`config.mk`:
```
export PLATFORM = sky130hd
export DESIGN_NAME = cpom_top
export DESIGN_NICKNAME = d
export VERILOG_FILES = /design/src/hw/cpom_pkg.sv /design/src/hw/cpom_blinker.sv /design/src/hw/cpom_top.sv
export SDC_FILE = /design/constraint.sdc
export NUM_CORES = 1
export LEC_CHECK = 0
export BUFFER_PORTS_ARGS = -buffer_cell sky130_fd_sc_hd__buf_2
export CORE_MARGIN = 1.5
export CORE_UTILIZATION = 26
export DETAILED_ROUTE_END_ITERATION = 8
export HOLD_SLACK_MARGIN = 0.15
export PLACE_DENSITY = 0.55
export SLEW_MARGIN = 5
export SYNTH_ARGS = -nofsm -noshare
export SYNTH_HDL_FRONTEND = slang
export SYNTH_SLANG_ARGS = --single-unit
```
`constraint.sdc`:
```
create_clock -name clock_i -period 3.5 [get_ports clock_i]
set_clock_uncertainty 0.2 [all_clocks]
set_input_delay 1.05 -clock clock_i [delete_from_list [all_inputs] [get_ports clock_i]]
set_output_delay 1.05 -clock clock_i [all_outputs]
set_load 0.01 [all_outputs]
```
`src/hw/cpom_pkg.sv`:
```
// constants and types for the can probe output monitor
// assumes a single 25 MHz clock and an apb master for software access
//
// How it works
// - one output channel; sensor input and bus output share a ground
// - reproduce classic can to 1 Mbit/s and can fd to 3 Mbit/s
// - transmit only: no frame reception, no arbitration
// - sensor to bus latency about 130 ns typical including sensor
// - pass-through setting forwards detected levels unchanged even when reversed
// - automatic setting swaps high and low paths on reported reversal
// - flag output bus error on bus activity the device did not drive
// - suppress bus error detection while probes are reported reversed
// - led states for self-test failure, no sensor, sensor attached
// - on bus error power steady, status flashes red and green quickly
package cpom_pkg;

	// -----------------------------------------------
	// register map (byte addresses)
	// -----------------------------------------------
	localparam logic [11:0] ADDR_CTRL = 12'h000;
	localparam logic [11:0] ADDR_STATUS = 12'h004;
	localparam logic [11:0] ADDR_ERRCNT = 12'h008;

	// ctrl fields
	localparam int CTRL_AUTO_BIT = 0;
	localparam int CTRL_ERR_EN_BIT = 1;
	localparam int CTRL_ERR_CLR_BIT = 2;
	localparam int CTRL_SELFTEST_FAIL_BIT = 3;
	localparam logic [31:0] CTRL_RESET = 32'h0000_0003;

	// status fields
	localparam int STAT_ERR_BIT = 0;
	localparam int STAT_REV_BIT = 1;
	localparam int STAT_SENSOR_BIT = 2;
	localparam int STAT_TXD_BIT = 3;
	localparam int STAT_RXD_BIT = 4;

	// -----------------------------------------------
	// timing
	// -----------------------------------------------
	localparam int CLK_HZ = 25_000_000;
	localparam int CLK_NS = 40;
	localparam int LATENCY_NS = 130;
	// longest time: round down, at least one cycle
	localparam int LATENCY_CYC = (LATENCY_NS / CLK_NS) < 1 ? 1 : (LATENCY_NS / CLK_NS);
	// slowest bit is 8 us; a foreign edge inside a held bit is an error
	localparam int ERR_SETTLE_NS = 200;
	localparam int ERR_SETTLE_CYC = (ERR_SETTLE_NS + CLK_NS - 1) / CLK_NS;
	// fast status flash 8 Hz half period, power flash 2 Hz half period
	localparam int FAST_FLASH_MS = 62;
	localparam int SLOW_FLASH_MS = 250;
	localparam int FAST_FLASH_CYC = FAST_FLASH_MS * (CLK_HZ / 1000);
	localparam int SLOW_FLASH_CYC = SLOW_FLASH_MS * (CLK_HZ / 1000);

	// -----------------------------------------------
	// led state machine
	// -----------------------------------------------
	typedef enum logic [1:0] {
		CPOM_LED_SELFTEST = 2'b00,
		CPOM_LED_NOSENSOR = 2'b01,
		CPOM_LED_SENSOR = 2'b10,
		CPOM_LED_BUSERR = 2'b11
	} cpom_led_t;

endpackage

```
`src/hw/cpom_blinker.sv`:
```
// square wave generator for led flashing
// assumes clock_i and nrst_i of the parent
`timescale 1ns/100ps
module cpom_blinker #(
	parameter int HALF_CYC = 1000
) (
	input wire logic clock_i,
	input wire logic nrst_i,
	output logic blink_o
);

	localparam int CW = $clog2(HALF_CYC + 1);
	localparam logic [CW-1:0] LAST = CW'(HALF_CYC - 1);

	logic [CW-1:0] count;

	initial begin
		if (HALF_CYC < 2) begin
			$error("cpom_blinker: HALF_CYC must be at least 2");
		end
	end

	always_ff @(posedge clock_i or negedge nrst_i) begin
		if (!nrst_i) begin
			count <= '0;
			blink_o <= 1'b0;
		end else if (count == LAST) begin
			count <= '0;
			blink_o <= ~blink_o;
		end else begin
			count <= count + CW'(1);
		end
	end

endmodule

```
`src/hw/cpom_top.sv`:
```
// single-channel can probe output monitor with apb register access
// assumes sensor inputs and bus readback are synchronous to clock_i
//
// The APB slave port and the placing of the registers are this design's own decisions.
`timescale 1ns/100ps
module cpom_top #(
	parameter int FAST_FLASH_CYC = cpom_pkg::FAST_FLASH_CYC,
	parameter int SLOW_FLASH_CYC = cpom_pkg::SLOW_FLASH_CYC,
	parameter int ERR_SETTLE_CYC = cpom_pkg::ERR_SETTLE_CYC
) (
	input wire logic clock_i,
	input wire logic nrst_i,
	// apb slave
	input wire logic psel,
	input wire logic penable,
	input wire logic pwrite,
	input wire logic [11:0] paddr,
	input wire logic [31:0] pwdata,
	output logic [31:0] prdata,
	output logic pready,
	output logic pslverr,
	// sensor side
	input wire logic sensor_present_i,
	input wire logic sensor_bit_i,
	input wire logic sensor_reversed_i,
	input wire logic sensor_ok_i,
	input wire logic polarity_pass_through_i,
	// transceiver side
	output logic can_txd_o,
	input wire logic can_rxd_i,
	// indicators
	output logic led_power_o,
	output logic led_red_o,
	output logic led_green_o
);

	// -----------------------------------------------
	// elaboration checks
	// -----------------------------------------------
	initial begin
		if (ERR_SETTLE_CYC < 1 || FAST_FLASH_CYC < 2 || SLOW_FLASH_CYC < 2) begin
			$error("cpom_top: timing parameters out of range");
		end
	end

	// -----------------------------------------------
	// registers
	// -----------------------------------------------
	logic auto_pol;
	logic err_en;
	logic selftest_fail;
	logic bus_err;
	logic [15:0] err_count;
	logic err_clr;

	logic wr_acc;
	logic rd_acc;
	logic addr_ok;
	assign addr_ok = (paddr == cpom_pkg::ADDR_CTRL) || (paddr == cpom_pkg::ADDR_STATUS) ||
		(paddr == cpom_pkg::ADDR_ERRCNT);
	assign wr_acc = psel && penable && pwrite && addr_ok;
	assign rd_acc = psel && !penable && !pwrite;
	assign pready = 1'b1;
	assign pslverr = psel && penable && !addr_ok;
	assign err_clr = wr_acc && (paddr == cpom_pkg::ADDR_CTRL) &&
		pwdata[cpom_pkg::CTRL_ERR_CLR_BIT];

	always_ff @(posedge clock_i or negedge nrst_i) begin
		if (!nrst_i) begin
			auto_pol <= cpom_pkg::CTRL_RESET[cpom_pkg::CTRL_AUTO_BIT];
			err_en <= cpom_pkg::CTRL_RESET[cpom_pkg::CTRL_ERR_EN_BIT];
			selftest_fail <= cpom_pkg::CTRL_RESET[cpom_pkg::CTRL_SELFTEST_FAIL_BIT];
		end else if (wr_acc && paddr == cpom_pkg::ADDR_CTRL) begin
			auto_pol <= pwdata[cpom_pkg::CTRL_AUTO_BIT];
			err_en <= pwdata[cpom_pkg::CTRL_ERR_EN_BIT];
			selftest_fail <= pwdata[cpom_pkg::CTRL_SELFTEST_FAIL_BIT];
		end
	end

	// -----------------------------------------------
	// polarity correction and output path
	// -----------------------------------------------
	// pass-through pin or software clearing auto both force polarity_pass_through mode
	logic swap_now;
	logic corrected;
	assign swap_now = auto_pol && !polarity_pass_through_i && sensor_reversed_i;
	// swapping high and low lines inverts the differential bit
	assign corrected = swap_now ? ~sensor_bit_i : sensor_bit_i;

	// one register stage: 40 ns of logic delay, within the 130 ns budget
	always_ff @(posedge clock_i or negedge nrst_i) begin
		if (!nrst_i) begin
			can_txd_o <= 1'b1;
		end else if (sensor_present_i && !selftest_fail) begin
			can_txd_o <= corrected;
		end else begin
			can_txd_o <= 1'b1;
		end
	end

	// rxd is read only to watch the bus; nothing is received or arbitrated

	// -----------------------------------------------
	// foreign activity monitor
	// -----------------------------------------------
	// after each driven edge the readback may lag; outside that window
	// rxd must match txd, a dominant we did not drive is foreign
	logic [$clog2(ERR_SETTLE_CYC + 1)-1:0] settle;
	logic txd_prev;
	logic mismatch;
	logic err_set;

	assign mismatch = (can_rxd_i != can_txd_o) && (txd_prev == can_txd_o) &&
		(settle == '0);
	assign err_set = mismatch && err_en && !sensor_reversed_i && sensor_present_i;

	always_ff @(posedge clock_i or negedge nrst_i) begin
		if (!nrst_i) begin
			txd_prev <= 1'b1;
			settle <= '0;
		end else begin
			txd_prev <= can_txd_o;
			if (txd_prev != can_txd_o) begin
				settle <= ($bits(settle))'(ERR_SETTLE_CYC);
			end else if (settle != '0) begin
				settle <= settle - ($bits(settle))'(1);
			end
		end
	end

	// set wins over software clear
	always_ff @(posedge clock_i or negedge nrst_i) begin
		if (!nrst_i) begin
			bus_err <= 1'b0;
		end else if (err_set) begin
			bus_err <= 1'b1;
		end else if (err_clr || !sensor_present_i) begin
			bus_err <= 1'b0;
		end
	end

	always_ff @(posedge clock_i or negedge nrst_i) begin
		if (!nrst_i) begin
			err_count <= '0;
		end else if (err_set && !bus_err && err_count != 16'hffff) begin
			err_count <= err_count + 16'h0001;
		end else if (err_clr) begin
			err_count <= '0;
		end
	end

	// -----------------------------------------------
	// read data
	// -----------------------------------------------
	logic [31:0] next_prdata;
	always_comb begin
		next_prdata = 32'h0000_0000;
		unique case (paddr)
			cpom_pkg::ADDR_CTRL: begin
				next_prdata[cpom_pkg::CTRL_AUTO_BIT] = auto_pol;
				next_prdata[cpom_pkg::CTRL_ERR_EN_BIT] = err_en;
				next_prdata[cpom_pkg::CTRL_SELFTEST_FAIL_BIT] = selftest_fail;
			end
			cpom_pkg::ADDR_STATUS: begin
				next_prdata[cpom_pkg::STAT_ERR_BIT] = bus_err;
				next_prdata[cpom_pkg::STAT_REV_BIT] = sensor_reversed_i;
				next_prdata[cpom_pkg::STAT_SENSOR_BIT] = sensor_present_i;
				next_prdata[cpom_pkg::STAT_TXD_BIT] = can_txd_o;
				next_prdata[cpom_pkg::STAT_RXD_BIT] = can_rxd_i;
			end
			cpom_pkg::ADDR_ERRCNT: begin
				next_prdata[15:0] = err_count;
			end
			default: begin
				next_prdata = 32'h0000_0000;
			end
		endcase
	end

	// captured in setup so it is stable through the access phase
	always_ff @(posedge clock_i or negedge nrst_i) begin
		if (!nrst_i) begin
			prdata <= 32'h0000_0000;
		end else if (rd_acc) begin
			prdata <= next_prdata;
		end
	end

	// -----------------------------------------------
	// led control
	// -----------------------------------------------
	logic fast_blink;
	logic slow_blink;

	cpom_blinker #(
		.HALF_CYC(FAST_FLASH_CYC)
	) u_fast (
		.clock_i(clock_i),
		.nrst_i(nrst_i),
		.blink_o(fast_blink)
	);

	cpom_blinker #(
		.HALF_CYC(SLOW_FLASH_CYC)
	) u_slow (
		.clock_i(clock_i),
		.nrst_i(nrst_i),
		.blink_o(slow_blink)
	);

	cpom_pkg::cpom_led_t led_state;
	cpom_pkg::cpom_led_t next_led_state;

	always_comb begin
		if (selftest_fail) begin
			next_led_state = cpom_pkg::CPOM_LED_SELFTEST;
		end else if (!sensor_present_i) begin
			next_led_state = cpom_pkg::CPOM_LED_NOSENSOR;
		end else if (bus_err) begin
			next_led_state = cpom_pkg::CPOM_LED_BUSERR;
		end else begin
			next_led_state = cpom_pkg::CPOM_LED_SENSOR;
		end
	end

	always_ff @(posedge clock_i or negedge nrst_i) begin
		if (!nrst_i) begin
			led_state <= cpom_pkg::CPOM_LED_NOSENSOR;
		end else begin
			led_state <= next_led_state;
		end
	end

	always_ff @(posedge clock_i or negedge nrst_i) begin
		if (!nrst_i) begin
			led_power_o <= 1'b0;
			led_red_o <= 1'b0;
			led_green_o <= 1'b0;
		end else begin
			unique case (led_state)
				cpom_pkg::CPOM_LED_SELFTEST: begin
					led_power_o <= slow_blink;
					led_red_o <= 1'b1;
					led_green_o <= 1'b0;
				end
				cpom_pkg::CPOM_LED_NOSENSOR: begin
					led_power_o <= 1'b1;
					led_red_o <= 1'b0;
					led_green_o <= 1'b0;
				end
				cpom_pkg::CPOM_LED_SENSOR: begin
					led_power_o <= 1'b1;
					led_red_o <= !sensor_ok_i;
					led_green_o <= sensor_ok_i;
				end
				cpom_pkg::CPOM_LED_BUSERR: begin
					led_power_o <= 1'b1;
					led_red_o <= fast_blink;
					led_green_o <= !fast_blink;
				end
			endcase
		end
	end

endmodule

```
==> impl_metrics.py, run 1 <==
metrics = {
    "clocking": {
        "cts_tree": "done",
        "clock_sinks": 92,
        "htree_levels": 3,
        "holdBufCountCts": 0,
        "cts_made_buffers": 9,
        "clk_latency_ns": 0.34,
        "cts_buffer_depth": 2,
        "cts-root-buf": "clkbuf_16",
        "cts.clk_slew.worst_paths_ns": 0.06,
    },
    "grt": {
        "antenna_found_initial": 0,
        "grt_pass1_wl_um": 15800,
        "use_met2_pct": 17.6,
        "grt_usage_pct": 10.9,
        "grt_pass1_vias": 3321,
        "grt_max_degree": 36,
        "grt-busiest-layer": "met2",
        "grt_overflow": 0,
        "grtUsageMet3_pct": 2.97,
        "use_met1_pct": 14.1,
    },
    "sta": {
        "period_share_pct": 110,
        "hold_viol": 0,
        "tightest_slew_ns": 0.863,
        "setup_ws_ns": -0.360,
        "fin_crit_ns": 3.86,
        "rsz0062_at_grt": "yes",
        "finalSetupViolCount": 1,
        "fmax_mhz": 259,
        "drv_slew": 0,
        "timing.slew.headroom_pct": 42.0,
    },
    "critical_path": {
        "worstPathArrival_ns": 2.61,
        "critPathBufInv": 2,
        "crit_family": "simple AND/OR/NAND/NOR gates",
        "end_kind": "output port",
        "worstPathRequired_ns": 2.25,
        "cp_slowest_stage_delay_ns": 0.52,
        "crit_type": "input pin to output port",
        "worst_setup_path_start_kind": "input pin",
        "cp_max_fo": 2,
        "path_cells": "buf_6, or4_4, or4_4, a21o_4, and3_4, buf_6",
        "critPathSlowestCell": "or4_4",
    },
    "finish": {
        "syn2layout_area_growth_pct": 18.9,
        "drive_gt1_share_pct": 22.1,
        "nets": 553,
        "antennaDiodeCount": 0,
        "finish.utilization_pct": 31.4,
        "design_area_um2": 5390,
    },
    "synth": {
        "seq_area_frac_synth_pct": 50.9,
        "syn_avg_cell_area_um2": 10.4,
        "synthFlopType": "dfrtp_1",
        "ys_seq_elements": 92,
        "synth.top_cells.by_area": "dfrtp_1, xor2_1, xnor2_1",
        "synth_cell_types": 58,
        "async_flop_share_pct": 100,
        "postSynthCellCount": 435,
        "synth_top_area_cell": "dfrtp_1",
        "netlist_area_um2": 4540,
        "yosysTopAreaCellShare_pct": 48.0,
        "synth_edf_count": 0,
        "yosys_warnings": 0,
    },
    "place": {
        "place_area_um2": 5050,
        "gp_congestion": 0.785,
        "numPortBuffers": 47,
        "hpwl_um": 6890,
    },
    "pwr": {
        "ir_worst_vdd_uv": 227,
        "power_density_nw_per_um2": 427,
        "p_leak_nw": 2.46,
    },
    "drt": {
        "dr.pass1.iters": 6,
        "via_count": 3356,
        "routedWlPerCell_um": 13.0,
        "route.detailed.drc": 0,
        "ant_nets": 0,
        "wl_um": 9420,
        "drt_iter0_markers": 164,
        "viasPerCell": 4.65,
    },
    "outcome": {
        "status": "complete, but fails checks",
        "failed_checks": "negative setup slack",
    },
    "flow_run": {
        "drv_cap": 0,
    },
    "hold_path": {
        "hold_class": "register to register",
    },
    "die": {
        "die_w_um": 135,
        "dieHeight_um": 135,
        "start_util_pct": 26.4,
        "num_rows": 48,
        "boundaryPins": 93,
        "die_area_um2": 18300,
        "coreArea_um2": 17200,
    },
}
==> cell families (layout without fill, tap and decap cells) <==
kind of cell,Yosys count,in the layout,synth area share [%]
AO/OA/AOI/OAI,59,59,9.38
XOR/XNOR,42,42,8.11
adder cells (fa/ha/maj),5,5,1.38
buffers and inverters,38,85,4.83
flip-flops,92,92,50.9
multiplexers,12,12,2.76
other,2,17,0.166
AND/OR/NAND/NOR,185,185,22.5
==> cells in the final DEF, fill, tap and decap left out, types with 14 or more instances in the layout <==
cell     count
xor2_1      22
conb_1      17
nand4_1     19
xnor2_1     20
dfrtp_1     87
nand2_1     34
nand3_1     30
o21ai_0     17
nor2_1      42
buf_2       44
buf_4       14
==> Yosys cell counts (3+ instances only) <==
| cell type | count |
|---|---|
| a21o_1 | 3 |
| buf_2 | 3 |
| nor2_1 | 42 |
| and3_1 | 4 |
| dfrtp_1 | 87 |
| a22o_2 | 10 |
| nand3b_1 | 6 |
| o31ai_1 | 4 |
| mux2i_1 | 8 |
| dfstp_2 | 5 |
| a22o_1 | 5 |
| a21oi_1 | 9 |
| nor3_1 | 9 |
| or3_1 | 4 |
| nand2_1 | 34 |
| nand3_1 | 30 |
| nand4_1 | 19 |
| clkbuf_1 | 7 |
| o21ai_0 | 17 |
| nor4_1 | 6 |
| xnor2_1 | 20 |
| xor2_1 | 22 |
| inv_1 | 9 |
| ha_1 | 5 |
| mux2_2 | 4 |
| nor2b_1 | 5 |
| buf_4 | 17 |
==> registers in the layout, summed over array words and instances (netlist names), 2 cells and up <==
| name | flops |
|---|---|
| u_fast.count | 21 |
| led_state | 2 |
| u_slow.count | 23 |
| prdata | 16 |
| settle | 3 |
| err_count | 16 |
==> worst reg2reg max path, cell delays in order, from the launching register on <==
cell	delay, ns
dfrtp_1	0.40
ha_1	0.22
nand4_1	0.30
nor4_2	0.62
a2bb2oi_2	0.57
o21ai_0	0.19
o21ai_0	0.12
==> metal layers <==
metal,wire length (um),vias to the layer above
met1,4380,1659
met2,4550,57
met5,0,-
met3,351,11
li1,-,1629
met4,131,0
==> layout make-up <==
cell class / instances / area (um2)
Clock buffer: 11 / 253
Multi-Input combinational cell: 320 / 2080
Clock inverter: 4 / 72.6
Inverter: 9 / 33.8
Timing Repair Buffer: 61 / 368
Sequential cell: 92 / 2310
Tap cell: 225 / 282
Fill cell: 1821 / 11800
==> what timing repair did <==
action / CTS / global route
endpoints found under the setup margin: 1 / 1
resized for setup: 2 / 0
setup buffers: 1 / 0
pin swaps: 2 / 0
endpoints found under the hold margin: 0 / 0
==> per-stage QoR <==
stage | setup slack (ns) | cells | hold slack [ns] | setup TNS, ns | power (W)
2_1_floorplan | -0.253 | 450 | 0.202 | -0.253 | 0.00121
3_3_place_gp | -0.410 | 706 | 0.203 | -0.410 | 0.00126
3_5_place_dp | -0.426 | 706 | 0.206 | -0.426 | 0.00127
4_1_cts | -0.364 | 722 | 0.217 | -0.364 | 0.00234
5_1_grt | -0.384 | 722 | 0.224 | -0.384 | 0.00241
6_report | -0.360 | 722 | 0.211 | -0.360 | 0.00230
==> where the power goes <==
part / switching, W / internal [W]
sequential: 0.0000150 / 0.00108
combinational: 0.0000856 / 0.0000617
clock: 0.000398 / 0.000659
==> final timing paths <==
| kind | from | endpoint | slack (ns) | depth (start not counted) |
|---|---|---|---|---|
| max | paddr[9] | pslverr | -0.36 | 6 |
| min | can_txd_o | txd_prev | 0.21 | 0 |
| max reg2reg | err_count[0] | err_count[9] | 0.79 | 6 |
| min reg2reg | can_txd_o | txd_prev | 0.21 | 0 |
| max in group asynchronous | nrst_i | led_state[0] | 1.89 | 2 |
| min in group asynchronous | nrst_i | u_slow.count[19] | 0.45 | 1 |
Power figures use the tool's default switching activity.
==> run 2, diff against run 1 <==
--- a/config.mk
+++ b/config.mk
@@ -5,6 +5,7 @@
 export SDC_FILE = /design/constraint.sdc
 export NUM_CORES = 1
 export LEC_CHECK = 0
+export ABC_AREA = 1
 export BUFFER_PORTS_ARGS = -buffer_cell sky130_fd_sc_hd__buf_2
 export CORE_MARGIN = 1.5
 export CORE_UTILIZATION = 26
==> run 2 against run 1 <==
Net effect: the run now ends clean; cell count is 47% higher; area after synthesis is 17% higher; count of clock-buffer cells in the layout is 3 higher; combinational power is 9% lower; maximum frequency is 22% higher; global-route usage is 1.2 points higher; non-clock buffer count is 9 lower; sequential cell count stayed put; cell area is 12% higher; sequential share of layout area is 4.7 points lower; register-to-register slack better by 0.57 ns; core utilization is 1.2 points lower; critical path type unchanged; largest cell class is now multi-input combinational cells; highest routed layer unchanged.
==> impl_metrics.py, run 2 <==
metrics = {
    "grt": {
        "grt_max_degree": 48,
        "grt_pass1_wl_um": 20800,
        "grt_overflow": 0,
        "grt_usage_pct": 12.1,
        "antenna_found_initial": 0,
        "grt_pass1_vias": 4387,
    },
    "drt": {
        "routedWlPerCell_um": 11.3,
        "drt_iter0_markers": 264,
        "via_count": 4481,
        "route.detailed.drc": 0,
        "dr.pass1.iters": 4,
        "viasPerCell": 4.24,
        "ant_nets": 0,
        "wl_um": 11900,
    },
    "finish": {
        "syn2layout_area_growth_pct": 14.2,
        "nets": 843,
        "top_register": "u_slow.count",
        "largest_register_ff_count": 23,
        "drive_gt1_share_pct": 11.8,
        "antennaDiodeCount": 0,
        "top_regs": "u_slow.count (23), u_fast.count (21)",
        "final_common_cell": "nand2_1",
        "fin_cells": 1058,
        "fillCellCount": 2217,
        "layout_common_cells": "nand2_1, nor2_1, dfrtp_1",
    },
    "die": {
        "die_w_um": 146,
        "coreArea_um2": 20100,
        "start_util_pct": 26.4,
        "die_area_um2": 21300,
        "dieHeight_um": 146,
        "boundaryPins": 93,
        "num_rows": 52,
    },
    "critical_path": {
        "worstPathArrival_ns": 1.92,
        "worst_setup_path_start_kind": "input pin",
        "worstPathRequired_ns": 2.25,
        "cp_max_fo": 4,
        "crit_type": "input pin to output port",
        "end_kind": "output port",
        "r2r_cells": 11,
    },
    "synth": {
        "seq_area_frac_synth_pct": 43.5,
        "synth_top_area_cell": "dfrtp_1",
        "synth_cell_types": 33,
        "postSynthCellCount": 732,
        "yosys_warnings": 0,
        "synthFlopType": "dfrtp_1",
        "synth_edf_count": 0,
        "syn_avg_cell_area_um2": 7.25,
        "yosysTopAreaCellShare_pct": 41.0,
        "synthMostInstantiatedCell": "nand2_1",
        "synth.top_cells.by_area": "dfrtp_1, nand2_1, nor2_1",
        "async_flop_share_pct": 100,
        "synth_common_cells": "nand2_1, nor2_1, dfrtp_1, inv_1, nand3_1",
        "netlist_area_um2": 5310,
        "ys_seq_elements": 92,
    },
    "place": {
        "post-place-ws_ns": 0.335,
        "gp_congestion": 0.857,
        "placedCellCount": 1042,
        "hpwl_um": 8960,
        "numPortBuffers": 47,
    },
    "clocking": {
        "cts_tree": "done",
        "ctsResizeCount": 0,
        "clock_sinks": 92,
        "holdBufCountCts": 0,
        "cts_made_buffers": 9,
        "clk_latency_ns": 0.35,
        "cts.clk_slew.worst_paths_ns": 0.06,
        "cts_buffer_depth": 2,
        "cts-root-buf": "clkbuf_16",
        "postCtsSetupBuffers": 0,
        "htree_levels": 3,
    },
    "hold_path": {
        "hold_class": "register to register",
        "min_path_cells": 0,
    },
    "pwr": {
        "power_density_nw_per_um2": 356,
        "total_power_w": 0.00216,
        "p_int_w": 0.00165,
        "power_frac_seq_pct": 50.9,
        "p_switching_w": 0.000507,
        "p_leak_nw": 2.94,
        "ir_worst_vdd_uv": 255,
        "combPwrFrac_pct": 6.2,
        "clockPowerShare_pct": 42.9,
        "p_sw_share_pct": 23.5,
    },
    "sta": {
        "drv_slew": 0,
        "setup_ws_ns": 0.329,
        "tns_ns": 0,
        "period_share_pct": 90.6,
        "fin_crit_ns": 3.17,
        "rsz0062_at_grt": "no",
        "timing.slew.headroom_pct": 43.8,
        "tightest_slew_ns": 0.841,
        "hold_viol": 0,
        "finalSetupViolCount": 0,
        "fmax_mhz": 315,
    },
    "flow_run": {
        "drv_cap": 0,
    },
    "outcome": {
        "status": "finished clean",
    },
}
==> run 2: cell families (layout without fill, tap and decap cells) <==
group	after synthesis	after routing	synth area share [%]
adder cells (fa/ha/maj)	5	5	1.18
AND/OR/NAND/NOR	452	452	36.1
flip-flops	92	92	43.5
AO/OA/AOI/OAI	29	29	3.21
XOR/XNOR	35	35	5.78
buffers and inverters	117	158	10.1
other	2	17	0.142
==> run 2: layer usage <==
| layer | vias to the layer above | part of all wire (%) | track usage (%) |
|---|---|---|---|
| met5 | - | 0 | 0 |
| met4 | 0 | 1.7 | 4.59 |
| met3 | 13 | 2.7 | 2.23 |
| met2 | 69 | 46 | 19.7 |
| met1 | 2053 | 50 | 15.9 |
| li1 | 2346 | - | - |
==> run 2: path summary, 6_finish.rpt <==
path | slack, ns | to | start
hold / removal | 0.22 | txd_prev | can_txd_o
setup reg to reg | 1.36 | err_count[15] | settle[0]
min in group asynchronous | 0.52 | u_fast.blink_o | nrst_i
max in group asynchronous | 1.87 | err_en | nrst_i
setup / recovery | 0.33 | pslverr | paddr[0]
hold reg to reg | 0.22 | txd_prev | can_txd_o
==> run 2: cell type report <==
cell class | count | area, um2 | share of cell area, %
multi-input combinational | 538 | 2520 | 41.5
clock inverter | 2 | 10.0 | 0.165
clock buffer | 14 | 264 | 4.36
tap | 270 | 338 | 5.57
timing repair buffer | 52 | 288 | 4.75
sequential | 92 | 2310 | 38.1
inverter | 90 | 338 | 5.57
==> run 2: through the flow <==
step | cell area [um2] | utilization [%] | hold WS, ns
6_report | 6060 | 30.2 | 0.219
4_1_cts | 6060 | 30.2 | 0.217
3_5_place_dp | 5790 | 28.8 | 0.207
2_1_floorplan | 5360 | - | 0.209
5_1_grt | 6060 | 30.2 | 0.226
3_3_place_gp | 5790 | 28.8 | 0.207
==> run 2: worst max-delay path: stages <==
cell,delay (ns)
buf_2,0.09
inv_1,0.03
nand2_1,0.13
nor2_1,0.07
o21ai_0,0.26
nand3_1,0.11
inv_1,0.06
buf_2,0.12
==> run 2: power groups by stage <==
stage	clock (W)	sequential [W]	combinational, W
3_5_place_dp	0	0.00112	0.000137
6_report	0.000926	0.00110	0.000134
4_1_cts	0.000955	0.00110	0.000137
3_3_place_gp	0	0.00112	0.000137
2_1_floorplan	0	0.00112	0.0000893
5_1_grt	0.000998	0.00110	0.000158
